===== config.mk =====
export PLATFORM = sky130hd
export DESIGN_NAME = dmo_addr_gen
export DESIGN_NICKNAME = d
export VERILOG_FILES = /design/src/core/dmo_pkg.sv /design/src/core/dmo_addr_gen.sv
export SDC_FILE = /design/constraint.sdc
export NUM_CORES = 1
export LEC_CHECK = 0
export BUFFER_PORTS_ARGS = -buffer_cell sky130_fd_sc_hd__buf_2
export CAP_MARGIN = 30
export CORE_UTILIZATION = 45
export CTS_CLUSTER_SIZE = 10
export DETAILED_ROUTE_END_ITERATION = 6
export PLACE_DENSITY = 0.76
export SLEW_MARGIN = 20
export SYNTH_ARGS = -nofsm -noshare
export SYNTH_HDL_FRONTEND = slang
export SYNTH_SLANG_ARGS = --single-unit

===== constraint.sdc =====
create_clock -name clk_sys -period 5.5 [get_ports clk_sys]
set_input_delay 0.55 -clock clk_sys [delete_from_list [all_inputs] [get_ports clk_sys]]
set_output_delay 0.55 -clock clk_sys [all_outputs]
set_load 0.1 [all_outputs]

===== src/core/dmo_pkg.sv =====
package dmo_pkg;
    // Region bases and geometry of the banked register areas
    localparam logic [15:0] PTR_BASE = 16'h0200;
    localparam logic [15:0] PTR_LAST = 16'h023f;
    localparam logic [15:0] LOC_BASE = 16'h0200;
    localparam logic [15:0] LOC_LAST = 16'h09ff;
    localparam logic [7:0] SFR_PAGE = 8'h00;
    localparam logic [7:0] FIX_PAGE = 8'h02;
    localparam int SET_SHIFT = 3;
    localparam logic [15:0] INC_WORD = 16'h0002;
    localparam logic [15:0] INC_BYTE = 16'h0001;
    // Position of the three-bit set select field in the status word
    localparam int SET_SEL_LSB = 0;

    typedef enum logic [1:0] {
        FMT_WORD,
        FMT_BYTE,
        FMT_BIT
    } dmo_fmt_t;

    typedef enum logic [3:0] {
        MODE_ACC,
        MODE_CTL,
        MODE_PTR,
        MODE_LOC,
        MODE_SFR,
        MODE_FIX,
        MODE_CUR,
        MODE_DIR,
        MODE_IND,
        MODE_IND_INC
    } dmo_mode_t;

    // Pointer register index, also its word slot within a set
    typedef enum logic [1:0] {
        PTR_INDEX_ONE,
        PTR_INDEX_TWO,
        PTR_DATA_POINTER,
        PTR_USER_STACK
    } dmo_ptr_t;

    typedef enum logic [2:0] {
        CTL_SYSTEM_STACK,
        CTL_LOCAL_BASE,
        CTL_STATUS_WORD,
        CTL_STATUS_HIGH,
        CTL_STATUS_LOW,
        CTL_CARRY
    } dmo_ctl_t;

    typedef enum logic [1:0] {
        TGT_MEM,
        TGT_ACC,
        TGT_CTL
    } dmo_tgt_t;
endpackage


===== src/core/dmo_addr_gen.sv =====
`timescale 1ns/1ns
module dmo_addr_gen (
    input wire logic clk_sys,
    input wire logic rst,
    input wire logic req,
    input wire dmo_pkg::dmo_mode_t req_mode,
    input wire dmo_pkg::dmo_fmt_t req_fmt,
    input wire logic [15:0] req_code,
    input wire logic [2:0] req_reg_field,
    input wire dmo_pkg::dmo_ptr_t req_ptr,
    input wire dmo_pkg::dmo_ctl_t req_ctl,
    input wire logic req_loop_jump,
    input wire logic req_sfr_own_word,
    input wire logic [15:0] status_word,
    input wire logic [15:0] local_base,
    output dmo_pkg::dmo_tgt_t opnd_target,
    output logic opnd_valid,
    output logic opnd_fault,
    output logic [15:0] opnd_addr,
    output logic opnd_acc_low,
    output dmo_pkg::dmo_ctl_t opnd_ctl,
    output logic busy,
    output logic mem_req,
    output logic mem_we,
    output logic [15:0] mem_addr,
    output logic [15:0] mem_wdata,
    input wire logic [15:0] mem_rdata,
    input wire logic mem_ack
);
    typedef enum logic [1:0] {
        ST_IDLE,
        ST_PTR_RD,
        ST_PTR_WR
    } dmo_state_t;

    dmo_state_t state_q;
    dmo_pkg::dmo_tgt_t tgt_q;
    dmo_pkg::dmo_ctl_t ctl_q;
    logic valid_q, fault_q, acc_low_q, busy_q;
    logic [15:0] addr_q;
    logic mreq_q, mwe_q;
    logic [15:0] maddr_q, mwdata_q;
    logic word_q, inc_q, own_q;

    logic take;
    logic [2:0] set_sel;
    logic [15:0] ptr_slot;
    logic [15:0] raw_d;
    logic fault_d;
    logic skip_align;

    assign take = req && (state_q == ST_IDLE);
    assign set_sel = status_word[dmo_pkg::SET_SEL_LSB +: 3];
    // Pointer word slot: set base plus two bytes per pointer, low byte even
    assign ptr_slot = dmo_pkg::PTR_BASE + {10'h000, set_sel, 3'h0}
                      + {13'h0000, req_ptr, 1'b0};

    // Word operands stay where the register defines them for flagged special page regs
    assign skip_align = (req_mode == dmo_pkg::MODE_SFR) && req_sfr_own_word;

    always_comb begin
        raw_d = 16'h0000;
        fault_d = 1'b0;
        case (req_mode)
            dmo_pkg::MODE_PTR: begin
                raw_d = ptr_slot;
                if (req_fmt == dmo_pkg::FMT_BIT) begin
                    fault_d = 1'b1;
                end else if (req_fmt == dmo_pkg::FMT_BYTE && req_ptr == dmo_pkg::PTR_DATA_POINTER
                             && !req_loop_jump) begin
                    fault_d = 1'b1;
                end
            end
            dmo_pkg::MODE_LOC: begin
                if (req_fmt == dmo_pkg::FMT_WORD) begin
                    raw_d = dmo_pkg::LOC_BASE + {5'h00, local_base[7:0], 3'h0}
                            + {13'h0000, req_reg_field[1:0], 1'b0};
                end else begin
                    raw_d = dmo_pkg::LOC_BASE + {5'h00, local_base[7:0], 3'h0}
                            + {13'h0000, req_reg_field};
                end
            end
            dmo_pkg::MODE_SFR: raw_d = {dmo_pkg::SFR_PAGE, req_code[7:0]};
            dmo_pkg::MODE_FIX: raw_d = {dmo_pkg::FIX_PAGE, req_code[7:0]};
            dmo_pkg::MODE_CUR: raw_d = {local_base[15:8], req_code[7:0]};
            dmo_pkg::MODE_DIR: raw_d = req_code;
            dmo_pkg::MODE_CTL: begin
                case (req_ctl)
                    dmo_pkg::CTL_SYSTEM_STACK,
                    dmo_pkg::CTL_LOCAL_BASE,
                    dmo_pkg::CTL_STATUS_WORD: fault_d = (req_fmt != dmo_pkg::FMT_WORD);
                    dmo_pkg::CTL_STATUS_HIGH,
                    dmo_pkg::CTL_STATUS_LOW: fault_d = (req_fmt != dmo_pkg::FMT_BYTE);
                    dmo_pkg::CTL_CARRY: fault_d = (req_fmt != dmo_pkg::FMT_BIT);
                    default: fault_d = 1'b1;
                endcase
            end
            dmo_pkg::MODE_IND_INC: begin
                raw_d = dmo_pkg::PTR_BASE + {10'h000, set_sel, 3'h0}
                        + {13'h0000, dmo_pkg::PTR_DATA_POINTER, 1'b0};
            end
            dmo_pkg::MODE_IND: begin
                // Only the data pointer and index one may serve as plain indirect bases
                raw_d = ptr_slot;
                fault_d = (req_ptr != dmo_pkg::PTR_DATA_POINTER)
                          && (req_ptr != dmo_pkg::PTR_INDEX_ONE);
            end
            default: begin
                raw_d = 16'h0000;
                fault_d = 1'b0;
            end
        endcase
    end

    // Next even address for odd words; wraps FFFFH to zero
    function automatic logic [15:0] dmo_align(input logic [15:0] a, input logic word,
                                               input logic keep);
        dmo_align = (word && !keep) ? a + {15'h0000, a[0]} : a;
    endfunction

    always_ff @(posedge clk_sys or posedge rst) begin
        if (rst) begin
            state_q <= ST_IDLE;
        end else begin
            case (state_q)
                ST_IDLE: begin
                    if (take && !fault_d && (req_mode == dmo_pkg::MODE_IND
                                             || req_mode == dmo_pkg::MODE_IND_INC)) begin
                        state_q <= ST_PTR_RD;
                    end
                end
                ST_PTR_RD: begin
                    if (mem_ack) begin
                        state_q <= inc_q ? ST_PTR_WR : ST_IDLE;
                    end
                end
                ST_PTR_WR: begin
                    if (mem_ack) begin
                        state_q <= ST_IDLE;
                    end
                end
                default: state_q <= ST_IDLE;
            endcase
        end
    end

    // Operand result
    always_ff @(posedge clk_sys or posedge rst) begin
        if (rst) begin
            valid_q <= 1'b0;
            fault_q <= 1'b0;
            addr_q <= 16'h0000;
            tgt_q <= dmo_pkg::TGT_MEM;
            ctl_q <= dmo_pkg::CTL_SYSTEM_STACK;
            acc_low_q <= 1'b0;
            word_q <= 1'b0;
            inc_q <= 1'b0;
            own_q <= 1'b0;
        end else begin
            valid_q <= 1'b0;
            if (take) begin
                word_q <= (req_fmt == dmo_pkg::FMT_WORD);
                inc_q <= (req_mode == dmo_pkg::MODE_IND_INC);
                own_q <= skip_align;
                fault_q <= fault_d;
                ctl_q <= req_ctl;
                acc_low_q <= (req_fmt != dmo_pkg::FMT_WORD);
                tgt_q <= (req_mode == dmo_pkg::MODE_ACC) ? dmo_pkg::TGT_ACC :
                         (req_mode == dmo_pkg::MODE_CTL) ? dmo_pkg::TGT_CTL : dmo_pkg::TGT_MEM;
                addr_q <= dmo_align(raw_d, req_fmt == dmo_pkg::FMT_WORD, skip_align);
                // Indirect answers wait for the pointer read unless refused at once
                valid_q <= fault_d || !(req_mode == dmo_pkg::MODE_IND
                                        || req_mode == dmo_pkg::MODE_IND_INC);
            end else if (state_q == ST_PTR_RD && mem_ack) begin
                addr_q <= dmo_align(mem_rdata, word_q, 1'b0);
                valid_q <= 1'b1;
            end
        end
    end

    // Pointer fetch and write-back
    always_ff @(posedge clk_sys or posedge rst) begin
        if (rst) begin
            mreq_q <= 1'b0;
            mwe_q <= 1'b0;
            maddr_q <= 16'h0000;
            mwdata_q <= 16'h0000;
        end else begin
            if (take && !fault_d && (req_mode == dmo_pkg::MODE_IND
                                     || req_mode == dmo_pkg::MODE_IND_INC)) begin
                mreq_q <= 1'b1;
                mwe_q <= 1'b0;
                maddr_q <= raw_d;
            end else if (state_q == ST_PTR_RD && mem_ack && inc_q) begin
                mwe_q <= 1'b1;
                // Plain 16-bit sum drops the carry out
                mwdata_q <= mem_rdata + (word_q ? dmo_pkg::INC_WORD
                                                : dmo_pkg::INC_BYTE);
            end else if (mem_ack) begin
                mreq_q <= 1'b0;
                mwe_q <= 1'b0;
            end
        end
    end

    always_ff @(posedge clk_sys or posedge rst) begin
        if (rst) begin
            busy_q <= 1'b0;
        end else begin
            busy_q <= (take && !fault_d && (req_mode == dmo_pkg::MODE_IND
                                            || req_mode == dmo_pkg::MODE_IND_INC))
                      || (state_q == ST_PTR_RD && !(mem_ack && !inc_q))
                      || (state_q == ST_PTR_WR && !mem_ack);
        end
    end

    assign opnd_target = tgt_q;
    assign opnd_valid = valid_q;
    assign opnd_fault = fault_q;
    assign opnd_addr = addr_q;
    assign opnd_acc_low = acc_low_q;
    assign opnd_ctl = ctl_q;
    assign busy = busy_q;
    assign mem_req = mreq_q;
    assign mem_we = mwe_q;
    assign mem_addr = maddr_q;
    assign mem_wdata = mwdata_q;
endmodule


==> PnR_summary.wiki <==
{| class="wikitable"
! Metric !! Value
|-
| Status || finished clean
|-
| Top-level port count || 143
|-
| Register-to-register setup slack || around 3.2 ns
|-
| # resized after CTS || 0
|-
| Pin count of the biggest net entering global routing || 64
|-
| Number of unique standard cell types used by synthesis || 65
|-
| Flop pwr share || approximately 35%
|-
| Net count of the mapped netlist || between 500 and 600
|-
| Share of cells above drive strength 1 || a little under a third
|-
| Leading cell types by total area after synthesis || dfrtp_1 (41%), xor2_1 (7.0%), nand2_1 (5.9%)
|-
| Clk Latency, worst-skew pair || roughly 0.34 ns
|-
| Leading cell type by number of instances after synthesis || dfrtp_1
|-
| Data required time at the worst endpoint || 5.72 ns
|-
| Reg2reg start || state_q[1]
|-
| Chip width || ~95 um
|-
| Power per standard cell area || ~320 nW/um2
|-
| Worst setup SP type || input pin
|-
| Non-filler cells in the finished layout || around 660
|-
| Fin Clk Skew || 0.0100 ns
|-
| Number of post-CTS setup repair buffers || 0
|-
| Final Slew Violations || 0
|-
| Nets@finish || between 600 and 700
|-
| Post-synthesis cell count || between 400 and 500
|-
| Yosys warning total || 0
|-
| Global Route Usage Sum || a little under a quarter
|-
| Crit path capture type || flop
|-
| Clock buffers created by TritonCTS || 9
|-
| Initial Util || 46.9%
|-
| Global-route wire length before repair || around 16 mm
|-
| Via/cell ratio || around 5.3
|-
| Worst-case vdd ir drop || 0.109 mV
|-
| Worst setup path class || in2reg
|-
| Internal || between 800 and 900 uW
|-
| Seq/Total Area, Yosys || approximately 41%
|-
| Initial antenna violation count || 0
|-
| Maximum frequency from static timing analysis || 385 MHz
|-
| Post-route DRC violation count || 0
|-
| Avg Synthesized Cell Area || between 9 and 10 um2
|-
| Critical Path AT || about 2.8 ns
|-
| Clock tree from TritonCTS || done
|-
| Total count of hold-check failures in the final report || 0
|-
| Clock sink count || 63
|-
| End of the worst register-to-register path || mem_wdata[0]
|-
| Wire length after detailed routing || approximately 9.6 mm
|-
| Remaining Overflow, GRT || 0
|-
| Unrepaired setup endpoints after global routing || no
|-
| Total setup violations reported at the end of the flow || 0
|-
| Number of detailed-route iterations in the first pass || 4
|-
| Die height || about 95 um
|-
| Number of buffers inserted by port buffering || between 100 and 150
|-
| Register bit total from synthesis || 63
|-
| GP Congestion || roughly 0.87
|-
| Top cell type by total area after synthesis || dfrtp_1
|-
| CP peak stage delay || a little over 0.6 ns
|-
| Reported leakage power || about 0.0023 uW
|-
| Detail Placement HPWL || between 7 and 8 mm
|-
| Via count of the first global-routing pass || between 3,000 and 4,000
|-
| Net switching power figure || 642 uW
|-
| Maximum buffer depth of the clock tree || 2
|-
| Critical Path, Cell by Cell || buf_2, and4bb_1, a222oi_1, clkbuf_2, nor4_2, nand4_1, xor2_1, o21ai_1
|-
| Area share of the largest cell type after synthesis || about two fifths
|-
| Worst Hold Class || in2async
|-
| Final critical-path share of the clock period || 47.3%
|-
| Library cell contributing the largest single delay on the critical path || nor4_2
|-
| Maximum capacitance violations || 0
|-
| Layout area overhead || 23.2%
|-
| Worst Max-Slew Pin Slew || between 0.7 and 0.8 ns
|-
| Number of vias in the routed layout || between 3,000 and 4,000
|-
| Clock power share || ~30%
|-
| Prevailing post-synth register cell || dfrtp_1
|-
| Combinational share of power || roughly a third
|-
| Routed WL per cell || approximately 15 um
|-
| Area of the die || 9020 um2
|-
| Post-route minimum period || about 2.6 ns
|-
| H-tree depth reported by CTS || 3
|-
| Area inside the core boundary || 8300 um2
|-
| Cell total after placement || roughly 640
|-
| Number of DRC violations after detailed-routing iteration 0 || ~120
|-
| Ranking of synthesized cells by instance count || dfrtp_1 (63), nand2_1 (61), xor2_1 (31)
|-
| Total standard cell area after synthesis || 3890 um2
|-
| Number of enable-type register cells in the synthesized netlist || 0
|-
| Number of cell rows || 33
|-
| Total of hold buffers inserted after clock tree synthesis || 0
|-
| Setup TNS Final || 0 ns
|-
| Clock tree root driver cell || clkbuf_8
|-
| Top fanout value on the critical path || 24
|-
| Worst slew margin relative to its limit || a little under half
|-
| Worst-case reg-to-reg path depth || 5
|-
| Switching power share of the total || 42.1%
|-
| Clock input transition at the sequential cells of the worst setup and hold paths || ~0.070 ns
|-
| Asr flop ratio synth || 100%
|-
| # diodes || 0
|-
| Post-route antenna net violation count || 0
|}
==> stage by stage <==
| step | worst slack, ns | hold slack [ns] | area [um2] | utilization [%] | power (uW) |
|---|---|---|---|---|---|
| floorplan | 2.99 | 0.483 | 3890 | - | 964 |
| global placement | 2.42 | 0.450 | 4550 | 54.8 | 1070 |
| detailed placement | 2.39 | 0.459 | 4560 | 55.0 | 1070 |
| CTS | 2.74 | 0.442 | 4790 | 57.7 | 1540 |
| global route | 2.70 | 0.458 | 4800 | 57.8 | 1600 |
| finish | 2.90 | 0.436 | 4800 | 57.8 | 1520 |
==> how the worst max path moves through the flow <==
stage / from / end / slack, ns
floorplan: req_fmt[1] / opnd_addr[7] / 2.99
global placement: req_fmt[1] / opnd_addr[7] / 2.42
detailed placement: req_fmt[1] / opnd_addr[7] / 2.39
CTS: req_mode[2] / opnd_addr[7] / 2.74
global route: req_mode[0] / opnd_addr[15] / 2.70
finish: req_mode[0] / opnd_addr[15] / 2.90
==> sequential cells by signal, summed over array words and instances, names as in the netlist <==
name	cells
opnd_ctl	3
inc_q	1
mem_we	1
opnd_valid	1
busy	1
word_q	1
mem_addr	16
opnd_target	2
mem_wdata	16
opnd_addr	16
mem_req	1
state_q	2
opnd_acc_low	1
opnd_fault	1
==> critical path: cells and delay by family <==
| family | cells | cell delay, ns |
|---|---|---|
| AO/OA/AOI/OAI | 2 | 0.26 |
| AND/OR/NAND/NOR | 3 | 1.21 |
| XOR/XNOR | 1 | 0.21 |
| buffers and inverters | 2 | 0.59 |
==> cell type report <==
| class | instances | area [um2] |
|---|---|---|
| clock buffer | 10 | 138 |
| clock inverter | 6 | 91.3 |
| fill | 792 | 3500 |
| inverter | 8 | 30.0 |
| multi-input combinational | 329 | 2140 |
| sequential | 63 | 1580 |
| tap | 105 | 131 |
| timing repair buffer | 134 | 688 |
==> power groups by stage <==
stage	sequential, uW	combinational, uW	clock [uW]
detailed placement	535	539	0
global placement	533	533	0
global route	531	568	499
floorplan	835	129	0
CTS	526	540	474
finish	526	538	459
==> logic make-up after synthesis <==
family	after synthesis	synth area share, %
multiplexers	14	3.83
buffers and inverters	34	4.47
adder cells (fa/ha/maj)	6	2.12
flip-flops	63	40.5
AND/OR/NAND/NOR	169	23.4
AO/OA/AOI/OAI	101	16.9
XOR/XNOR	39	8.78
==> per-layer routing <==
metal	part of all wire, %	routed length [um]	vias up	track usage (%)
met5	0	0	-	0
met2	47	4520	124	37.2
met3	5.9	570	7	4.83
li1	-	-	1739	-
met4	0.77	74	0	7.07
met1	46	4460	1590	30.4
==> layout by cell type (no fill, tap or decap), types with 3 or more instances in the layout <==
cell,n
buf_2,129
dfrtp_1,63
nand2_1,61
xor2_1,31
o21ai_1,28
nor2_1,22
a21oi_1,22
nand3_1,15
nor2b_1,15
mux2i_1,10
o211ai_1,10
o21ai_0,10
clkbuf_8,10
xnor2_1,8
nand2b_1,6
nand4b_1,6
inv_1,6
nand3b_1,6
nand4_1,5
ha_1,5
and2_1,4
nor3_1,4
a21o_1,4
or3b_1,3
and3_1,3
a211oi_1,3
or2_1,3
buf_4,3
(Power assumes the default switching activity.)
